### config.mk
export PLATFORM = sky130hd
export DESIGN_NAME = spi_port
export DESIGN_NICKNAME = d
export VERILOG_FILES = /design/src/spi_port_pkg.sv /design/src/spi_port.sv /design/src/spi_line_sync.sv /design/src/spi_rate_gen.sv
export SDC_FILE = /design/constraint.sdc
export NUM_CORES = 1
export LEC_CHECK = 0
export BUFFER_PORTS_ARGS = -buffer_cell sky130_fd_sc_hd__buf_4
export CORE_UTILIZATION = 51
export DETAILED_ROUTE_END_ITERATION = 7
export GPL_ROUTABILITY_DRIVEN = 0
export PLACE_DENSITY = 0.73
export SYNTH_ARGS = -nofsm -noshare
export SYNTH_HDL_FRONTEND = slang
export SYNTH_SLANG_ARGS = --single-unit
### constraint.sdc
create_clock -name core_clk -period 4.5 [get_ports core_clk]
set_input_delay 0.9 -clock core_clk [delete_from_list [all_inputs] [get_ports core_clk]]
set_output_delay 0.9 -clock core_clk [all_outputs]
set_load 0.01 [all_outputs]
### src/spi_port_pkg.sv
// Constants, register layout and carrier types of the SPI port
package spi_port_pkg;

  ////////////////////////////////////////////////////////////////////////////////
  // Register byte addresses
  localparam logic [7:0] DATA_BUFFER_OFS  = 8'h00;
  localparam logic [7:0] CONTROL_ONE_OFS  = 8'h04;
  localparam logic [7:0] CONTROL_THREE_OFS = 8'h08;
  localparam logic [7:0] STATUS_OFS       = 8'h0C;
  localparam logic [7:0] BAUD_RELOAD_OFS  = 8'h10;
  localparam logic [7:0] EVENT_FLAGS_OFS  = 8'h14;

  ////////////////////////////////////////////////////////////////////////////////
  // Field positions
  localparam int COLL_BIT  = 7;
  localparam int OVF_BIT   = 6;
  localparam int EN_BIT    = 5;
  localparam int CPOL_BIT  = 4;
  localparam int OVWR_BIT  = 4;
  localparam int SAMP_BIT  = 7;
  localparam int CKE_BIT   = 6;
  localparam int FULL_BIT  = 0;
  localparam int IFLAG_BIT = 0;

  ////////////////////////////////////////////////////////////////////////////////
  // Reset values and counts
  localparam logic [7:0] CONTROL_RESET  = 8'h00;
  localparam logic [7:0] DATA_RESET     = 8'h00;
  localparam logic [9:0] HALF_DIV4      = 10'h002;
  localparam logic [9:0] HALF_DIV16     = 10'h008;
  localparam logic [9:0] HALF_DIV64     = 10'h020;
  localparam logic [4:0] LAST_CLK_EDGE  = 5'h10;
  localparam logic [2:0] LAST_BIT       = 3'h7;

  ////////////////////////////////////////////////////////////////////////////////
  // Modes and states
  typedef enum logic [3:0] {
    MODE_DIV4       = 4'b0000,
    MODE_DIV16      = 4'b0001,
    MODE_DIV64      = 4'b0010,
    MODE_TIMER      = 4'b0011,
    MODE_SLAVE_SS   = 4'b0100,
    MODE_SLAVE_NOSS = 4'b0101,
    MODE_RELOAD     = 4'b1010
  } mode_t;

  typedef enum logic [0:0] {
    XFER_IDLE  = 1'b0,
    XFER_SHIFT = 1'b1
  } xfer_state_t;

  ////////////////////////////////////////////////////////////////////////////////
  // Carriers
  typedef struct packed {
    logic        psel;
    logic        penable;
    logic        pwrite;
    logic [7:0]  paddr;
    logic [31:0] pwdata;
  } apb_req_t;

  typedef struct packed {
    logic        pready;
    logic        pslverr;
    logic [31:0] prdata;
  } apb_rsp_t;

  typedef struct packed {
    logic sck_in;
    logic sdi;
    logic ss_n;
  } spi_pins_in_t;

  typedef struct packed {
    logic sck_out;
    logic sck_oe;
    logic sdo_out;
    logic sdo_oe;
  } spi_pins_out_t;

endpackage

### src/spi_port.sv
// SPI master/slave port with APB register access
//
// Behaviour
// - Master starts shifting as soon as software writes the data buffer; here that write is refused while the collision flag is still set.
// - With output unused, the port still receives and loads bytes with flags.
// - Master rate is clock/4, /16, /64, timer pulse/2 or reload-based.
// - Clock idle level follows polarity bit; transmit edge follows edge select.
// - With edge select set, output data is valid before first clock edge.
// - Slave shifts only on external clock edges; flag set after last bit.
// - Slave keeps shifting in sleep; completed byte sets the waking flag.
// - With overwrite enable, new bytes and writes ignore unread buffer data.
// - Daisy-chained slave sends out a copy of the byte just received.
// - Select-synchronised slave mode only when mode field is 0100.
// - In that mode, select low enables transfer and drives data out.
// - In that mode, select high floats data output even mid-byte.
// - Port reset clears bit counter: select high there, or port disabled.
// - Master transfer freezes during sleep and resumes on wake.
// - Completed byte goes to buffer unless it is full without overwrite enable, sets full and event flags; buffer read clears full.
// - Buffer write during transfer is dropped and sets collision flag.
// - Data moves MSB first through an 8-bit shift register.
// - Sample phase bit picks middle or end of output time for master input.
//
// Chosen here: the register addresses and register access over APB.
module spi_port
  import spi_port_pkg::*;
(
  // Clock and reset
  input  wire logic          core_clk,
  input  wire logic          reset_n,
  // Register bus
  input  wire apb_req_t      apb_req,
  output spi_port_pkg::apb_rsp_t apb_rsp,
  // Serial pins
  input  wire spi_pins_in_t  pins_in,
  output spi_port_pkg::spi_pins_out_t pins_out,
  // System
  input  wire logic          sleep_mode,
  input  wire logic          period_tick,
  output logic               serial_interrupt_flag
);
  import spi_port_pkg::*;

  typedef struct packed {
    apb_rsp_t      rsp;
    spi_pins_out_t pins;
    logic [7:0]    data_buffer;
    logic [7:0]    baud_reload_value;
    logic          write_collision_flag;
    logic          receive_overflow_flag;
    logic          port_enable;
    logic          clock_polarity_sel;
    logic [3:0]    mode_select_field;
    logic          buffer_overwrite_enable;
    logic          input_sample_phase;
    logic          clock_edge_sel;
    logic          buffer_full_flag;
    logic          serial_interrupt_flag;
    xfer_state_t   xfer;
    logic [4:0]    half_cnt;
    logic [2:0]    bit_cnt;
    logic [7:0]    shift_register;
    logic [7:0]    tx_shift;
    logic          sck_prev;
  } port_state_t;

  port_state_t s;
  port_state_t next_s;

  logic [1:0] line_sync;
  logic       sck_sync;
  logic       ss_n_sync;
  logic       half_tick;
  logic       is_master;
  logic       sleep_hold;

  ////////////////////////////////////////////////////////////////////////////////
  // Helpers

  function automatic logic is_mapped(input logic [7:0] addr);
    is_mapped = (addr == DATA_BUFFER_OFS) || (addr == CONTROL_ONE_OFS)
             || (addr == CONTROL_THREE_OFS) || (addr == STATUS_OFS)
             || (addr == BAUD_RELOAD_OFS) || (addr == EVENT_FLAGS_OFS);
  endfunction

  function automatic logic master_mode(input logic [3:0] mode);
    master_mode = (mode != MODE_SLAVE_SS) && (mode != MODE_SLAVE_NOSS);
  endfunction

  ////////////////////////////////////////////////////////////////////////////////
  // Submodules

  spi_line_sync u_sync (
    .core_clk  (core_clk),
    .reset_n   (reset_n),
    .line_in   ({pins_in.sck_in, pins_in.ss_n}),
    .line_sync (line_sync)
  );

  assign sck_sync   = line_sync[1];
  assign ss_n_sync  = line_sync[0];
  assign is_master  = master_mode(s.mode_select_field);
  assign sleep_hold = sleep_mode && is_master;

  spi_rate_gen u_rate (
    .core_clk    (core_clk),
    .reset_n     (reset_n),
    .mode        (s.mode_select_field),
    .reload      (s.baud_reload_value),
    .period_tick (period_tick),
    .run         (s.xfer == XFER_SHIFT),
    .hold        (sleep_hold),
    .half_tick   (half_tick)
  );

  ////////////////////////////////////////////////////////////////////////////////
  // Next state

  always_comb begin
    logic       taken;
    logic       wr;
    logic       busy;
    logic       ss_mode;
    logic       port_reset;
    logic       slave_on;
    logic       lead_edge;
    logic       trail_edge;
    logic       do_sample;
    logic       do_output;
    logic       done;
    logic [4:0] hn;
    logic [4:0] end_edge;
    logic [7:0] rx_byte;
    logic [7:0] wdat;

    taken      = 1'b0;
    wr         = 1'b0;
    busy       = 1'b0;
    ss_mode    = 1'b0;
    port_reset = 1'b0;
    slave_on   = 1'b0;
    lead_edge  = 1'b0;
    trail_edge = 1'b0;
    do_sample  = 1'b0;
    do_output  = 1'b0;
    done       = 1'b0;
    hn         = 5'h00;
    end_edge   = 5'h00;
    rx_byte    = 8'h00;
    wdat       = apb_req.pwdata[7:0];
    next_s     = s;

    // Bus answer: one wait state, then pready for a single cycle
    next_s.rsp.pready  = 1'b0;
    next_s.rsp.pslverr = 1'b0;
    if (apb_req.psel && apb_req.penable && !s.rsp.pready) begin
      next_s.rsp.pready  = 1'b1;
      next_s.rsp.pslverr = !is_mapped(apb_req.paddr);
      next_s.rsp.prdata  = 32'h0000_0000;
      if (apb_req.paddr == DATA_BUFFER_OFS) begin
        next_s.rsp.prdata[7:0] = s.data_buffer;
      end else if (apb_req.paddr == CONTROL_ONE_OFS) begin
        next_s.rsp.prdata[7:0] = {s.write_collision_flag, s.receive_overflow_flag,
                                  s.port_enable, s.clock_polarity_sel,
                                  s.mode_select_field};
      end else if (apb_req.paddr == CONTROL_THREE_OFS) begin
        next_s.rsp.prdata[OVWR_BIT] = s.buffer_overwrite_enable;
      end else if (apb_req.paddr == STATUS_OFS) begin
        next_s.rsp.prdata[SAMP_BIT] = s.input_sample_phase;
        next_s.rsp.prdata[CKE_BIT]  = s.clock_edge_sel;
        next_s.rsp.prdata[FULL_BIT] = s.buffer_full_flag;
      end else if (apb_req.paddr == BAUD_RELOAD_OFS) begin
        next_s.rsp.prdata[7:0] = s.baud_reload_value;
      end else if (apb_req.paddr == EVENT_FLAGS_OFS) begin
        next_s.rsp.prdata[IFLAG_BIT] = s.serial_interrupt_flag;
      end
    end
    taken = apb_req.psel && apb_req.penable && s.rsp.pready;
    wr    = taken && apb_req.pwrite;

    busy = is_master ? (s.xfer == XFER_SHIFT) : (s.bit_cnt != 3'h0);

    // Software side; flags are cleared here so hardware sets below win
    if (taken && !apb_req.pwrite && apb_req.paddr == DATA_BUFFER_OFS) begin
      next_s.buffer_full_flag = 1'b0;
    end
    if (wr) begin
      if (apb_req.paddr == DATA_BUFFER_OFS) begin
        if (busy || s.write_collision_flag || !s.port_enable) begin
          next_s.write_collision_flag = busy || s.write_collision_flag;
        end else begin
          // Buffer and shift path load together, MSB presented at once
          next_s.data_buffer  = wdat;
          next_s.tx_shift     = {wdat[6:0], 1'b0};
          next_s.pins.sdo_out = wdat[7];
          if (is_master) begin
            next_s.xfer     = XFER_SHIFT;
            next_s.half_cnt = 5'h00;
            next_s.bit_cnt  = 3'h0;
          end
        end
      end else if (apb_req.paddr == CONTROL_ONE_OFS) begin
        // Status bits here can only be cleared by software
        next_s.write_collision_flag  = s.write_collision_flag && wdat[COLL_BIT];
        next_s.receive_overflow_flag = s.receive_overflow_flag && wdat[OVF_BIT];
        next_s.port_enable           = wdat[EN_BIT];
        next_s.clock_polarity_sel    = wdat[CPOL_BIT];
        next_s.mode_select_field     = wdat[3:0];
      end else if (apb_req.paddr == CONTROL_THREE_OFS) begin
        next_s.buffer_overwrite_enable = wdat[OVWR_BIT];
      end else if (apb_req.paddr == STATUS_OFS) begin
        next_s.input_sample_phase = wdat[SAMP_BIT];
        next_s.clock_edge_sel     = wdat[CKE_BIT];
      end else if (apb_req.paddr == BAUD_RELOAD_OFS) begin
        next_s.baud_reload_value = wdat;
      end else if (apb_req.paddr == EVENT_FLAGS_OFS) begin
        next_s.serial_interrupt_flag = s.serial_interrupt_flag && wdat[IFLAG_BIT];
      end
    end

    ////////////////////////////////////////////////////////////////////////////////
    // Serial engine

    ss_mode    = (s.mode_select_field == MODE_SLAVE_SS);
    port_reset = !s.port_enable || (ss_mode && ss_n_sync);
    slave_on   = s.port_enable && !is_master && !port_reset;
    next_s.sck_prev = sck_sync;
    // Edges seen only after synchronising, so flags never see a raw pin
    lead_edge  = (sck_sync != s.sck_prev) && (s.sck_prev == s.clock_polarity_sel);
    trail_edge = (sck_sync != s.sck_prev) && (s.sck_prev != s.clock_polarity_sel);

    if (s.port_enable && is_master && s.xfer == XFER_SHIFT) begin
      if (half_tick) begin
        hn              = s.half_cnt + 5'h01;
        next_s.half_cnt = hn;
        if (hn <= LAST_CLK_EDGE) begin
          next_s.pins.sck_out = !s.pins.sck_out;
        end
        // Sample phase moves the capture half a bit later
        do_sample = !(hn[0] ^ s.clock_edge_sel ^ s.input_sample_phase)
                 && (hn > {4'h0, s.input_sample_phase});
        do_output = (hn[0] ^ s.clock_edge_sel) && (hn >= 5'h02) && (hn < LAST_CLK_EDGE);
        end_edge  = LAST_CLK_EDGE
                  + {4'h0, s.input_sample_phase && !s.clock_edge_sel};
        if (hn == end_edge) begin
          done        = 1'b1;
          next_s.xfer = XFER_IDLE;
        end
      end
    end else if (slave_on) begin
      // Runs regardless of sleep: timing comes from the far master
      do_sample = s.clock_edge_sel ? lead_edge : trail_edge;
      do_output = (s.clock_edge_sel ? trail_edge : lead_edge) && (s.bit_cnt != 3'h0);
      done      = do_sample && (s.bit_cnt == LAST_BIT);
    end

    if (do_sample) begin
      // Input keeps being taken even when the output pin is unused
      next_s.shift_register = {s.shift_register[6:0], pins_in.sdi};
      next_s.bit_cnt        = s.bit_cnt + 3'h1;
    end
    if (do_output) begin
      next_s.pins.sdo_out = s.tx_shift[7];
      next_s.tx_shift     = {s.tx_shift[6:0], 1'b0};
    end

    if (done) begin
      rx_byte = {s.shift_register[6:0], pins_in.sdi};
      if (is_master) begin
        rx_byte = next_s.shift_register;
      end
      if (!s.buffer_full_flag || s.buffer_overwrite_enable) begin
        next_s.data_buffer      = rx_byte;
      end else begin
        next_s.receive_overflow_flag = 1'b1;
      end
      next_s.buffer_full_flag      = 1'b1;
      next_s.serial_interrupt_flag = 1'b1;
      next_s.bit_cnt               = 3'h0;
      // Received byte goes straight back out on the next group of clocks
      next_s.tx_shift     = {rx_byte[6:0], 1'b0};
      next_s.pins.sdo_out = rx_byte[7];
    end

    if (port_reset) begin
      next_s.bit_cnt  = 3'h0;
      next_s.half_cnt = 5'h00;
      next_s.xfer     = XFER_IDLE;
    end
    if (!is_master || next_s.xfer == XFER_IDLE) begin
      next_s.pins.sck_out = s.clock_polarity_sel;
    end

    // Pin drivers
    next_s.pins.sck_oe = s.port_enable && is_master;
    if (ss_mode) begin
      next_s.pins.sdo_oe = s.port_enable && !ss_n_sync;
    end else begin
      next_s.pins.sdo_oe = s.port_enable;
    end
  end

  ////////////////////////////////////////////////////////////////////////////////
  // State register

  always_ff @(posedge core_clk or negedge reset_n) begin
    if (!reset_n) begin
      s <= '{
        rsp:                     '{pready: 1'b0, pslverr: 1'b0, prdata: 32'h0000_0000},
        pins:                    '{sck_out: 1'b0, sck_oe: 1'b0, sdo_out: 1'b0,
                                   sdo_oe: 1'b0},
        data_buffer:             DATA_RESET,
        baud_reload_value:       CONTROL_RESET,
        write_collision_flag:    1'b0,
        receive_overflow_flag:   1'b0,
        port_enable:             1'b0,
        clock_polarity_sel:      1'b0,
        mode_select_field:       4'h0,
        buffer_overwrite_enable: 1'b0,
        input_sample_phase:      1'b0,
        clock_edge_sel:          1'b0,
        buffer_full_flag:        1'b0,
        serial_interrupt_flag:   1'b0,
        xfer:                    XFER_IDLE,
        half_cnt:                5'h00,
        bit_cnt:                 3'h0,
        shift_register:          DATA_RESET,
        tx_shift:                DATA_RESET,
        sck_prev:                1'b0
      };
    end else begin
      s <= next_s;
    end
  end

  assign apb_rsp               = s.rsp;
  assign pins_out              = s.pins;
  assign serial_interrupt_flag = s.serial_interrupt_flag;

endmodule

### src/spi_line_sync.sv
// Two-flop synchroniser for the serial clock and slave select inputs
module spi_line_sync (
  // Clock and reset
  input  wire logic       core_clk,
  input  wire logic       reset_n,
  // Lines
  input  wire logic [1:0] line_in,
  output logic      [1:0] line_sync
);

  typedef struct packed {
    logic [1:0] first;
    logic [1:0] second;
  } sync_state_t;

  sync_state_t s;
  sync_state_t next_s;

  always_comb begin
    next_s        = s;
    next_s.first  = line_in;
    next_s.second = s.first;
  end

  // Idle-high reset keeps a deselected slave from seeing a false edge
  always_ff @(posedge core_clk or negedge reset_n) begin
    if (!reset_n) begin
      s <= '{first: 2'h3, second: 2'h3};
    end else begin
      s <= next_s;
    end
  end

  assign line_sync = s.second;

endmodule

### src/spi_rate_gen.sv
// Half-bit tick generator for the master serial clock
module spi_rate_gen
  import spi_port_pkg::*;
(
  // Clock and reset
  input  wire logic       core_clk,
  input  wire logic       reset_n,
  // Control
  input  wire logic [3:0] mode,
  input  wire logic [7:0] reload,
  input  wire logic       period_tick,
  input  wire logic       run,
  input  wire logic       hold,
  // Tick
  output logic            half_tick
);

  typedef struct packed {
    logic [9:0] cnt;
  } rate_state_t;

  rate_state_t s;
  rate_state_t next_s;
  logic [9:0]  limit;

  always_comb begin
    if (mode == MODE_DIV16) begin
      limit = HALF_DIV16;
    end else if (mode == MODE_DIV64) begin
      limit = HALF_DIV64;
    end else if (mode == MODE_RELOAD) begin
      limit = {1'b0, reload, 1'b0} + 10'h002;
    end else begin
      limit = HALF_DIV4;
    end
    if (mode == MODE_TIMER) begin
      half_tick = run && !hold && period_tick;
    end else begin
      half_tick = run && !hold && (s.cnt == limit - 10'h001);
    end
    next_s = s;
    if (!run) begin
      next_s.cnt = 10'h000;
    end else if (hold) begin
      next_s.cnt = s.cnt;
    end else if (half_tick) begin
      next_s.cnt = 10'h000;
    end else begin
      next_s.cnt = s.cnt + 10'h001;
    end
  end

  always_ff @(posedge core_clk or negedge reset_n) begin
    if (!reset_n) begin
      s <= '{cnt: 10'h000};
    end else begin
      s <= next_s;
    end
  end

endmodule

==> impl_metrics.json, run 1 <==
{
  "grtUsageMet2": 0.3581,
  "cp_slowest_cell": "dfrtp_1",
  "whs_path_depth": 0,
  "p_seq_frac": 0.551,
  "firstDrtPassIters": 5,
  "netlist_area_um2": 5446,
  "max-slew-margin-rel": 0.3015,
  "wl_um": 11730,
  "syn_inst": 571,
  "clk_latency_ps": 360,
  "synth_cell_types": 78,
  "crit_chain": "nor2_1 > a22oi_1 > nor2_1 > ha_1 > xor2_1 > nand4b_1 > a211o_1 > nor4b_1 > and4_1 > o211ai_1 > o21a_1 > o21ai_4 > mux2i_1 > mux2i_1",
  "grt_pass1_vias": 4033,
  "cts_tree": "built",
  "critical_path_class": "reg2reg",
  "combPwrFrac": 0.052,
  "path_delay_family": "compound AO/OA/AOI/OAI gates",
  "die_area_um2": 11100,
  "rsz0062_at_grt": "false",
  "hold_end": "u_sync.line_sync[0]$_DFF_PN1_",
  "clock_path_buffers": 2,
  "crit_path_start_kind": "flop",
  "worst-r2r-cell-count": 14,
  "tightest_slew_ps": 1048,
  "die_x_um": 105.3,
  "clkTransAtPathRegs_ps": 80,
  "yosys_register_bits": 82,
  "cts_root_buffer": "clkbuf_8",
  "postSynthAreaPerCell_um2": 9.538,
  "ctsHtreeMaxLevel": 3,
  "skew_ps": 11.08,
  "clock-sinks": 82,
  "setup-tns-final_ps": 0,
  "rr_startpoint": "s[34]$_DFFE_PN0P_",
  "min_from": "u_sync.next_s[0]$_DFF_PN1_",
  "r2r-end": "s[47]$_DFF_PN0_",
  "row_count": 37,
  "io_buffers": 40,
  "via_count": 4225,
  "viasPerCell": 5.804,
  "fp.dieH_um": 105.3,
  "cp_max_fo": 16,
  "power.switching_w": 0.0003270,
  "crit_path_end_kind": "flop",
  "area_growth_pct": 6.249,
  "grtUsageMet1": 0.3053,
  "cts_resized": 0,
  "hold_class": "reg2reg",
  "slowest_delay_ps": 660,
  "antenna_cells": 0,
  "drtIter0Drc": 230,
  "fin_crit_sh": 0.8878,
  "p_leak_nw": 2.620,
  "cp.required_ps": 4730,
  "setup_viol": 0,
  "drc": 0,
  "cp_num_buf_inv": 0,
  "top_usage_layer": "met2",
  "status": "finished, final reports clean",
  "holdWs_ps": 360.5,
  "async_reset_ff_frac": 1.000,
  "critPathArrivalTime_ps": 4220,
  "grt_max_degree": 83,
  "grt_antenna_before_repair": 0,
  "swShare": 0.2421,
  "drive_gt1_frac": 0.1892,
  "dp_cells": 712,
  "pwr-share-clk": 0.396,
  "hold_viol": 0,
  "dp_hpwl_um": 8535,
  "ys.warnings.count": 0,
  "cap_viol_max_count": 0,
  "critical_path_depth": 14,
  "fmax_mhz": 250.3,
  "vdd_ir_drop_max_v": 0.0001418,
  "ys_seq_area_frac": 0.3777,
  "overflow": 0,
  "pin_count": 89,
  "ant_nets": 0,
  "power_density_nw_per_um2": 233.3,
  "power.total_w": 0.001350,
  "numCtsBuffers": 9,
  "fin_nets": 646,
  "synthFlopType": "dfrtp_1",
  "drv_slew": 0,
  "grt_pass1_wl_um": 19800,
  "wl_per_cell_um": 16.11,
  "gr-usage-met3": 0.03463,
  "cts_setup_buffers": 0,
  "grt_usage": 0.2233,
  "instances_no_fill": 728,
  "initial_core_util": 0.5276,
  "p_int_w": 0.001023,
  "core-area_um2": 10320,
  "fin_crit_ps": 3995,
  "cts_hold_buf": 0,
  "synth_edf_count": 0,
  "reg2reg_slack_ps": 510
}
[layout make-up]
type                       count  area [µm²]
clock buffer                  12       135.1
tap                          136       170.2
timing repair buffer          47       352.8
multi-input combinational    430        2957
clock inverter                 4       51.30
inverter                      17       63.81
sequential                    82        2057
fill                         897        4537
[cell usage after synthesis, types with 4 or more instances]
cell | instances | area share
dfrtp_1 | 78 | 0.36
nand2_1 | 60 | 0.041
buf_4 | 41 | 0.057
mux2i_1 | 40 | 0.074
nor2_1 | 36 | 0.025
o21ai_0 | 30 | 0.028
mux2_2 | 27 | 0.056
nand3_1 | 21 | 0.019
inv_1 | 17 | 0.012
a21oi_1 | 16 | 0.015
o31ai_1 | 11 | 0.015
clkbuf_1 | 10 | 0.0069
nor3_1 | 10 | 0.0092
xnor2_1 | 10 | 0.016
a21boi_0 | 9 | 0.012
ha_1 | 9 | 0.021
nor2b_1 | 9 | 0.010
o211ai_1 | 8 | 0.011
xor2_1 | 8 | 0.013
nand4_1 | 6 | 0.0069
a31oi_1 | 5 | 0.0057
and4_1 | 5 | 0.0080
buf_2 | 5 | 0.0046
nand2b_1 | 5 | 0.0057
or3_1 | 5 | 0.0057
and3_1 | 4 | 0.0046
dfstp_2 | 4 | 0.019
o21a_1 | 4 | 0.0055
o41ai_1 | 4 | 0.0064
[through the flow]
stage	setup WS, ps	util	instance area (µm²)
2_1_floorplan	972.4	-	5533
3_3_place_gp	592.5	0.5425	5600
3_5_place_dp	581.2	0.5425	5600
4_1_cts	543.9	0.5605	5787
5_1_grt	206.8	0.5605	5787
6_report	505.1	0.5605	5787
[cell usage in the layout (no fill, tap or decap), types with 6 or more instances in the layout]
cell / instances
a21boi_0: 9
a21oi_1: 16
buf_4: 47
clkbuf_8: 9
conb_1: 24
dfrtp_1: 78
ha_1: 9
inv_1: 17
mux2_2: 27
mux2i_1: 40
nand2_1: 60
nand3_1: 21
nand4_1: 6
nor2_1: 36
nor2b_1: 9
nor3_1: 10
o211ai_1: 8
o21ai_0: 30
o31ai_1: 11
xnor2_1: 10
xor2_1: 8
[routing by layer]
| metal | routed length (µm) | share of wire |
|---|---|---|
| met1 | 5370 | 0.46 |
| met2 | 5529 | 0.47 |
| met3 | 641 | 0.055 |
| met4 | 187 | 0.016 |
| met5 | 0 | 0 |
[worst max-delay path by stage]
stage                      startpoint               end  slack (ps)
floorplan           s[31]$_DFFE_PN0P_   s[47]$_DFF_PN0_         970
finish              s[34]$_DFFE_PN0P_   s[47]$_DFF_PN0_         510
CTS                 s[32]$_DFFE_PN0P_   s[49]$_DFF_PN0_         540
global route        s[32]$_DFFE_PN0P_  s[2]$_DFFE_PN0P_         210
global placement    s[32]$_DFFE_PN0P_   s[47]$_DFF_PN0_         590
detailed placement  s[32]$_DFFE_PN0P_   s[49]$_DFF_PN0_         580
[power groups by stage]
stage | Combinational, W | Sequential (W) | Clock [W]
6_report | 0.0000704 | 0.000745 | 0.000535
5_1_grt | 0.0000790 | 0.000745 | 0.000577
4_1_cts | 0.0000710 | 0.000745 | 0.000550
3_5_place_dp | 0.0000709 | 0.000759 | 0
3_3_place_gp | 0.0000697 | 0.000759 | 0
2_1_floorplan | 0.0000459 | 0.000758 | 0
[logic make-up (layout without fill, tap and decap cells)]
| logic type | after synthesis | after routing | share of synthesized area |
|---|---|---|---|
| simple gates | 189 | 189 | 0.1831 |
| mux | 67 | 67 | 0.1293 |
| other cells | 1 | 24 | 0.0006885 |
| xor+xnor | 19 | 19 | 0.03308 |
| compound gates | 122 | 122 | 0.1601 |
| flops | 82 | 82 | 0.3777 |
| buf+inv | 82 | 80 | 0.09534 |
| fa+ha+maj | 9 | 9 | 0.02068 |
[registers in the layout, indices dropped and copies added (netlist names)]
signal and flops:
serial_interrupt_flag 1, pins_out 4, s 53, u_sync.line_sync 2, apb_rsp 10, u_sync.next_s 2
u_rate.s 10
No activity file was read; power rests on OpenSTA's default activity.
==> run 2, diff against run 1 <==
--- a/config.mk
+++ b/config.mk
@@ -6,6 +6,7 @@
 export NUM_CORES = 1
 export LEC_CHECK = 0
 export BUFFER_PORTS_ARGS = -buffer_cell sky130_fd_sc_hd__buf_4
+export CORE_MARGIN = 4
 export CORE_UTILIZATION = 51
 export DETAILED_ROUTE_END_ITERATION = 7
 export GPL_ROUTABILITY_DRIVEN = 0
==> run 2 against run 1 <==
  * Largest cell class unchanged
  * Setup slack got worse by 100 ps
  * Sequential share of layout area fell by 0.069 points
  * Non-clock buffer count fell by 2
  * Final area rose by 0.19%
  * Worst hold slack got worse by 2.4 ps
  * Critical path type unchanged
==> impl_metrics.json, run 2 (synthesized netlist as in run 1, its figures left out) <==
{
  "fin_crit_sh": 0.9110,
  "die_area_um2": 12400,
  "drc": 0,
  "largest_reg_flops": 53,
  "grt_pass1_vias": 4139,
  "wl_per_cell_um": 16.34,
  "critical_path_class": "reg2reg",
  "core-area_um2": 10370,
  "overflow": 0,
  "ctsHtreeMaxLevel": 3,
  "cts_resized": 0,
  "drv_slew": 0,
  "viasPerCell": 5.751,
  "cp.required_ps": 4730,
  "power_density_nw_per_um2": 238.8,
  "hold_class": "reg2reg",
  "top_register": "s",
  "clock-sinks": 82,
  "cts_tree": "built",
  "rsz0062_at_grt": "false",
  "tightest_slew_ps": 1033,
  "reg2reg_slack_ps": 400,
  "area_growth_pct": 6.455,
  "power.switching_w": 0.0003419,
  "grt_usage": 0.1930,
  "finalInstanceArea_um2": 5798,
  "crit_path_end_kind": "flop",
  "rr_startpoint": "s[31]$_DFFE_PN0P_",
  "fp.dieH_um": 111.3,
  "grt_antenna_before_repair": 0,
  "r2r-end": "s[51]$_DFF_PN0_",
  "clkTransAtPathRegs_ps": 100,
  "cts_root_buffer": "clkbuf_8",
  "setup-tns-final_ps": 0,
  "io_buffers": 40,
  "drive_gt1_frac": 0.1915,
  "p_int_w": 0.001043,
  "p_leak_nw": 2.622,
  "cp_max_fo": 10,
  "numCtsBuffers": 9,
  "row_count": 37,
  "clock_path_buffers": 2,
  "dpl_cell_area_um2": 5585,
  "clk_latency_ps": 360,
  "crit_path_frequent_cell": "mux2i_1",
  "fin_nets": 644,
  "setup_viol": 0,
  "fin_crit_ps": 4100,
  "firstDrtPassIters": 4,
  "worst-r2r-cell-count": 14,
  "antenna_cells": 0,
  "p_seq_frac": 0.538,
  "status": "finished, final reports clean",
  "slowest_delay_ps": 570,
  "cap_viol_max_count": 0,
  "grt_pass1_wl_um": 19890,
  "vdd_ir_drop_max_v": 0.0001607,
  "ant_nets": 0,
  "skew_ps": 13.03,
  "cts_setup_buffers": 0,
  "crit_chain": "or3b_1 > nor2_4 > nand2_1 > ha_1 > xor2_1 > nand4b_1 > a211o_1 > nor4b_1 > and4_1 > o211ai_1 > o21a_1 > o21ai_4 > mux2i_1 > mux2i_1",
  "crit_start": "s[31]$_DFFE_PN0P_",
  "via_count": 4175,
  "wl_um": 11860,
  "swShare": 0.2469,
  "combPwrFrac": 0.050,
  "grt_max_degree": 83,
  "cts_hold_buf": 0,
  "cp_slowest_cell": "or3b_1",
  "crit_path_start_kind": "flop",
  "max-slew-margin-rel": 0.3111,
  "drtIter0Drc": 188,
  "cp-endpoint": "s[51]$_DFF_PN0_",
  "pin_count": 89,
  "initial_core_util": 0.5252,
  "final_cell_mix": "dfrtp_1 (78), nand2_1 (60), buf_4 (45)",
  "critPathArrivalTime_ps": 4330,
  "die_x_um": 111.3,
  "pwr-share-clk": 0.412,
  "final_common_cell": "dfrtp_1",
  "hold_viol": 0,
  "dp_hpwl_um": 8771,
  "fmax_mhz": 243.9
}
[run 2: worst max-delay path: cells and delay by family (launching register included)]
kind                       cells  cell delay, ps
xor gates and xnor gates       1             140
AOI/OAI and AO/OA              4            1060
adders and majority gates      1             300
muxes                          2             450
and+or+nand+nor                6            1490
DFF                            1             500
[run 2: layout make-up]
type,instances,area [µm²]
clock buffers,10,137.6
fillers,937,4572
clock inverters,6,75.07
inverters,17,63.81
repair buffers,45,337.8
well taps,136,170.2
flip-flops and latches,82,2057
multi-input cells,430,2957
[run 2: worst min path at each step]
| stage | slack (ps) | to | startpoint | cells after the start |
|---|---|---|---|---|
| 2_1_floorplan | 350 | u_sync.line_sync[0]$_DFF_PN1_ | u_sync.next_s[0]$_DFF_PN1_ | 0 |
| 3_3_place_gp | 350 | u_sync.line_sync[0]$_DFF_PN1_ | u_sync.next_s[0]$_DFF_PN1_ | 0 |
| 3_5_place_dp | 350 | u_sync.line_sync[0]$_DFF_PN1_ | u_sync.next_s[0]$_DFF_PN1_ | 0 |
| 4_1_cts | 360 | u_sync.line_sync[0]$_DFF_PN1_ | u_sync.next_s[0]$_DFF_PN1_ | 0 |
| 5_1_grt | 360 | u_sync.line_sync[0]$_DFF_PN1_ | u_sync.next_s[0]$_DFF_PN1_ | 0 |
| 6_report | 360 | u_sync.line_sync[0]$_DFF_PN1_ | u_sync.next_s[0]$_DFF_PN1_ | 0 |
[run 2: through the flow]
| step | utilization | hold slack [ps] | power [W] | instances | setup slack (ps) |
|---|---|---|---|---|---|
| after floorplan | - | 345.2 | 0.0008039 | 594 | 972.4 |
| after global placement | 0.5386 | 345.2 | 0.0008278 | 710 | 592.8 |
| after detailed placement | 0.5386 | 347.2 | 0.0008292 | 710 | 518.3 |
| after CTS | 0.5591 | 358.6 | 0.001392 | 726 | 453.4 |
| after global routing | 0.5591 | 364.1 | 0.001434 | 726 | 142.4 |
| final | 0.5591 | 358.0 | 0.001385 | 726 | 400.4 |
[run 2: per-layer routing]
metal  vias up  global-route usage  routed length (µm)
met4         0             0.08840                 249
li1       2033                   -                   -
met3        19             0.03370                 577
met5         -                   0                   0
met1      2010              0.2537                5307
met2       113              0.3124                5728
[run 2: power by group through the flow]
stage	Combinational, W	Sequential (W)	Clock [W]
floorplan	0.0000459	0.000758	0
global placement	0.0000689	0.000759	0
detailed placement	0.0000701	0.000759	0
CTS	0.0000703	0.000744	0.000577
global route	0.0000780	0.000745	0.000611
finish	0.0000699	0.000744	0.000570
==> run 3, diff against run 2 <==
--- a/config.mk
+++ b/config.mk
@@ -6,7 +6,7 @@
 export NUM_CORES = 1
 export LEC_CHECK = 0
 export BUFFER_PORTS_ARGS = -buffer_cell sky130_fd_sc_hd__buf_4
-export CORE_MARGIN = 4
+export CORE_MARGIN = 2
 export CORE_UTILIZATION = 51
 export DETAILED_ROUTE_END_ITERATION = 7
 export GPL_ROUTABILITY_DRIVEN = 0
==> run 3 against run 2 <==
  * Combinational power about the same
  * Sequential share of layout area about the same
  * Clock skew decreased by 4.1 ps
  * Core utilization increased by 0.060 points
  * Setup slack improved by 48 ps
  * Sequential power about the same
  * Clock-buffer cell count decreased by 1
  * Sequential cell count unchanged
  * Register-to-register slack improved by 50 ps
  * Final area increased by 0.11%
  * Clock power increased by 7.5%
  * Global-route usage increased by 2.4 points
  * Largest power group unchanged
  * Highest routed layer unchanged
==> impl_metrics.json, run 3 (synthesized netlist as in run 1, its figures left out) <==
{
  "status": "finished, final reports clean",
  "cap_viol_max_count": 0,
  "cts_hold_buf": 0,
  "final_cell_mix": "dfrtp_1 (78), nand2_1 (60), buf_4 (44)",
  "cp_max_fo": 10,
  "final_core_util": 0.5597,
  "crit_path_end_kind": "flop",
  "grt_pass1_vias": 4102,
  "drv_slew": 0,
  "wl_per_cell_um": 16.44,
  "max-slew-margin-rel": 0.3186,
  "swShare": 0.2429,
  "r2r-end": "s[49]$_DFF_PN0_",
  "critical_path_class": "reg2reg",
  "die_x_um": 107.3,
  "p_leak_nw": 2.616,
  "clock-sinks": 82,
  "core-area_um2": 10370,
  "cp.required_ps": 4750,
  "cts_resized": 0,
  "grt_pass1_wl_um": 19950,
  "fin_crit_ps": 4051,
  "fin_nets": 643,
  "crit_path_start_kind": "flop",
  "clock_path_buffers": 2,
  "die_area_um2": 11520,
  "combPwrFrac": 0.049,
  "skew_ps": 8.887,
  "wl_um": 11920,
  "tightest_slew_ps": 1022,
  "power.switching_w": 0.0003469,
  "hold_class": "reg2reg",
  "firstDrtPassIters": 4,
  "clk_latency_ps": 370,
  "top_register": "s",
  "pin_count": 89,
  "clkTransAtPathRegs_ps": 80,
  "io_buffers": 40,
  "ant_nets": 0,
  "initial_core_util": 0.5252,
  "reg2reg_slack_ps": 450,
  "cts_tree": "built",
  "power_density_nw_per_um2": 246.0,
  "hold_viol": 0,
  "fmax_mhz": 246.8,
  "area_growth_pct": 6.570,
  "grt_max_degree": 83,
  "critPathArrivalTime_ps": 4300,
  "ctsHtreeMaxLevel": 3,
  "pwr-share-clk": 0.430,
  "cts_root_buffer": "clkbuf_8",
  "dp_hpwl_um": 8644,
  "p_int_w": 0.001081,
  "grt_usage": 0.2171,
  "numCtsBuffers": 9,
  "setup-tns-final_ps": 0,
  "overflow": 0,
  "drtIter0Drc": 226,
  "p_seq_frac": 0.521,
  "cts_setup_buffers": 0,
  "drive_gt1_frac": 0.1902,
  "whs_path_depth": 0,
  "final_common_cell": "dfrtp_1",
  "fin_crit_sh": 0.9003,
  "largest_reg_flops": 53,
  "rsz0062_at_grt": "false",
  "drc": 0,
  "hold_end": "u_sync.line_sync[0]$_DFF_PN1_",
  "row_count": 37,
  "min_from": "u_sync.next_s[0]$_DFF_PN1_",
  "worst-r2r-cell-count": 14,
  "setup_viol": 0,
  "via_count": 4296,
  "grt_antenna_before_repair": 0,
  "antenna_cells": 0,
  "fp.dieH_um": 107.3,
  "viasPerCell": 5.926,
  "vdd_ir_drop_max_v": 0.0002354,
  "rr_startpoint": "s[31]$_DFFE_PN0P_"
}
==> run 3: cell type report <==
type / count / area, µm²
clock inverters: 7 / 102.6
flip-flops and latches: 82 / 2057
fillers: 930 / 4566
multi-input cells: 430 / 2957
inverters: 17 / 63.81
clock buffers: 9 / 123.9
well taps: 136 / 170.2
repair buffers: 44 / 330.3
==> run 3: worst max-delay path: stages, from the launching register on <==
cell	delay, ps
dfrtp_1	520
or3b_1	570
nor2_4	200
nand2_1	80
ha_1	300
xor2_1	150
nand4b_1	100
a211o_1	270
nor4b_1	220
and4_1	280
o211ai_1	130
o21a_1	290
o21ai_4	390
mux2i_1	320
mux2i_1	110
==> run 3: worst max-delay path by stage <==
stage / startpoint / depth (start not counted) / to / slack (ps)
after floorplan: s[31]$_DFFE_PN0P_ / 18 / s[47]$_DFF_PN0_ / 970
final: s[31]$_DFFE_PN0P_ / 14 / s[49]$_DFF_PN0_ / 450
after global routing: s[31]$_DFFE_PN0P_ / 14 / s[4]$_DFFE_PN0P_ / 110
after detailed placement: s[31]$_DFFE_PN0P_ / 14 / s[49]$_DFF_PN0_ / 450
after CTS: s[31]$_DFFE_PN0P_ / 14 / s[4]$_DFFE_PN0P_ / 420
after global placement: s[31]$_DFFE_PN0P_ / 14 / s[47]$_DFF_PN0_ / 570
==> run 3: routing by layer <==
layer,track usage,wire length (µm)
met1,0.2847,5242
met3,0.03874,673
met5,0,0
met2,0.3590,5813
met4,0.08242,189
==> run 3: through the flow <==
step	setup WS, ps	hold WS (ps)	cells	total power (W)	instance area [µm²]
2_1_floorplan	972.4	345.2	594	0.0008039	5533
3_3_place_gp	567.2	345.8	709	0.0008278	5578
3_5_place_dp	453.6	347.2	709	0.0008295	5578
4_1_cts	420.0	359.4	725	0.001439	5804
5_1_grt	112.3	368.8	725	0.001480	5804
6_report	448.6	358.6	725	0.001428	5804
==> run 3: power groups by stage <==
stage / registers [W] / logic, W / clock network [W]
floorplan: 0.000758 / 0.0000459 / 0
global placement: 0.000759 / 0.0000689 / 0
detailed placement: 0.000759 / 0.0000705 / 0
CTS: 0.000745 / 0.0000706 / 0.000624
global route: 0.000745 / 0.0000790 / 0.000656
finish: 0.000744 / 0.0000702 / 0.000613
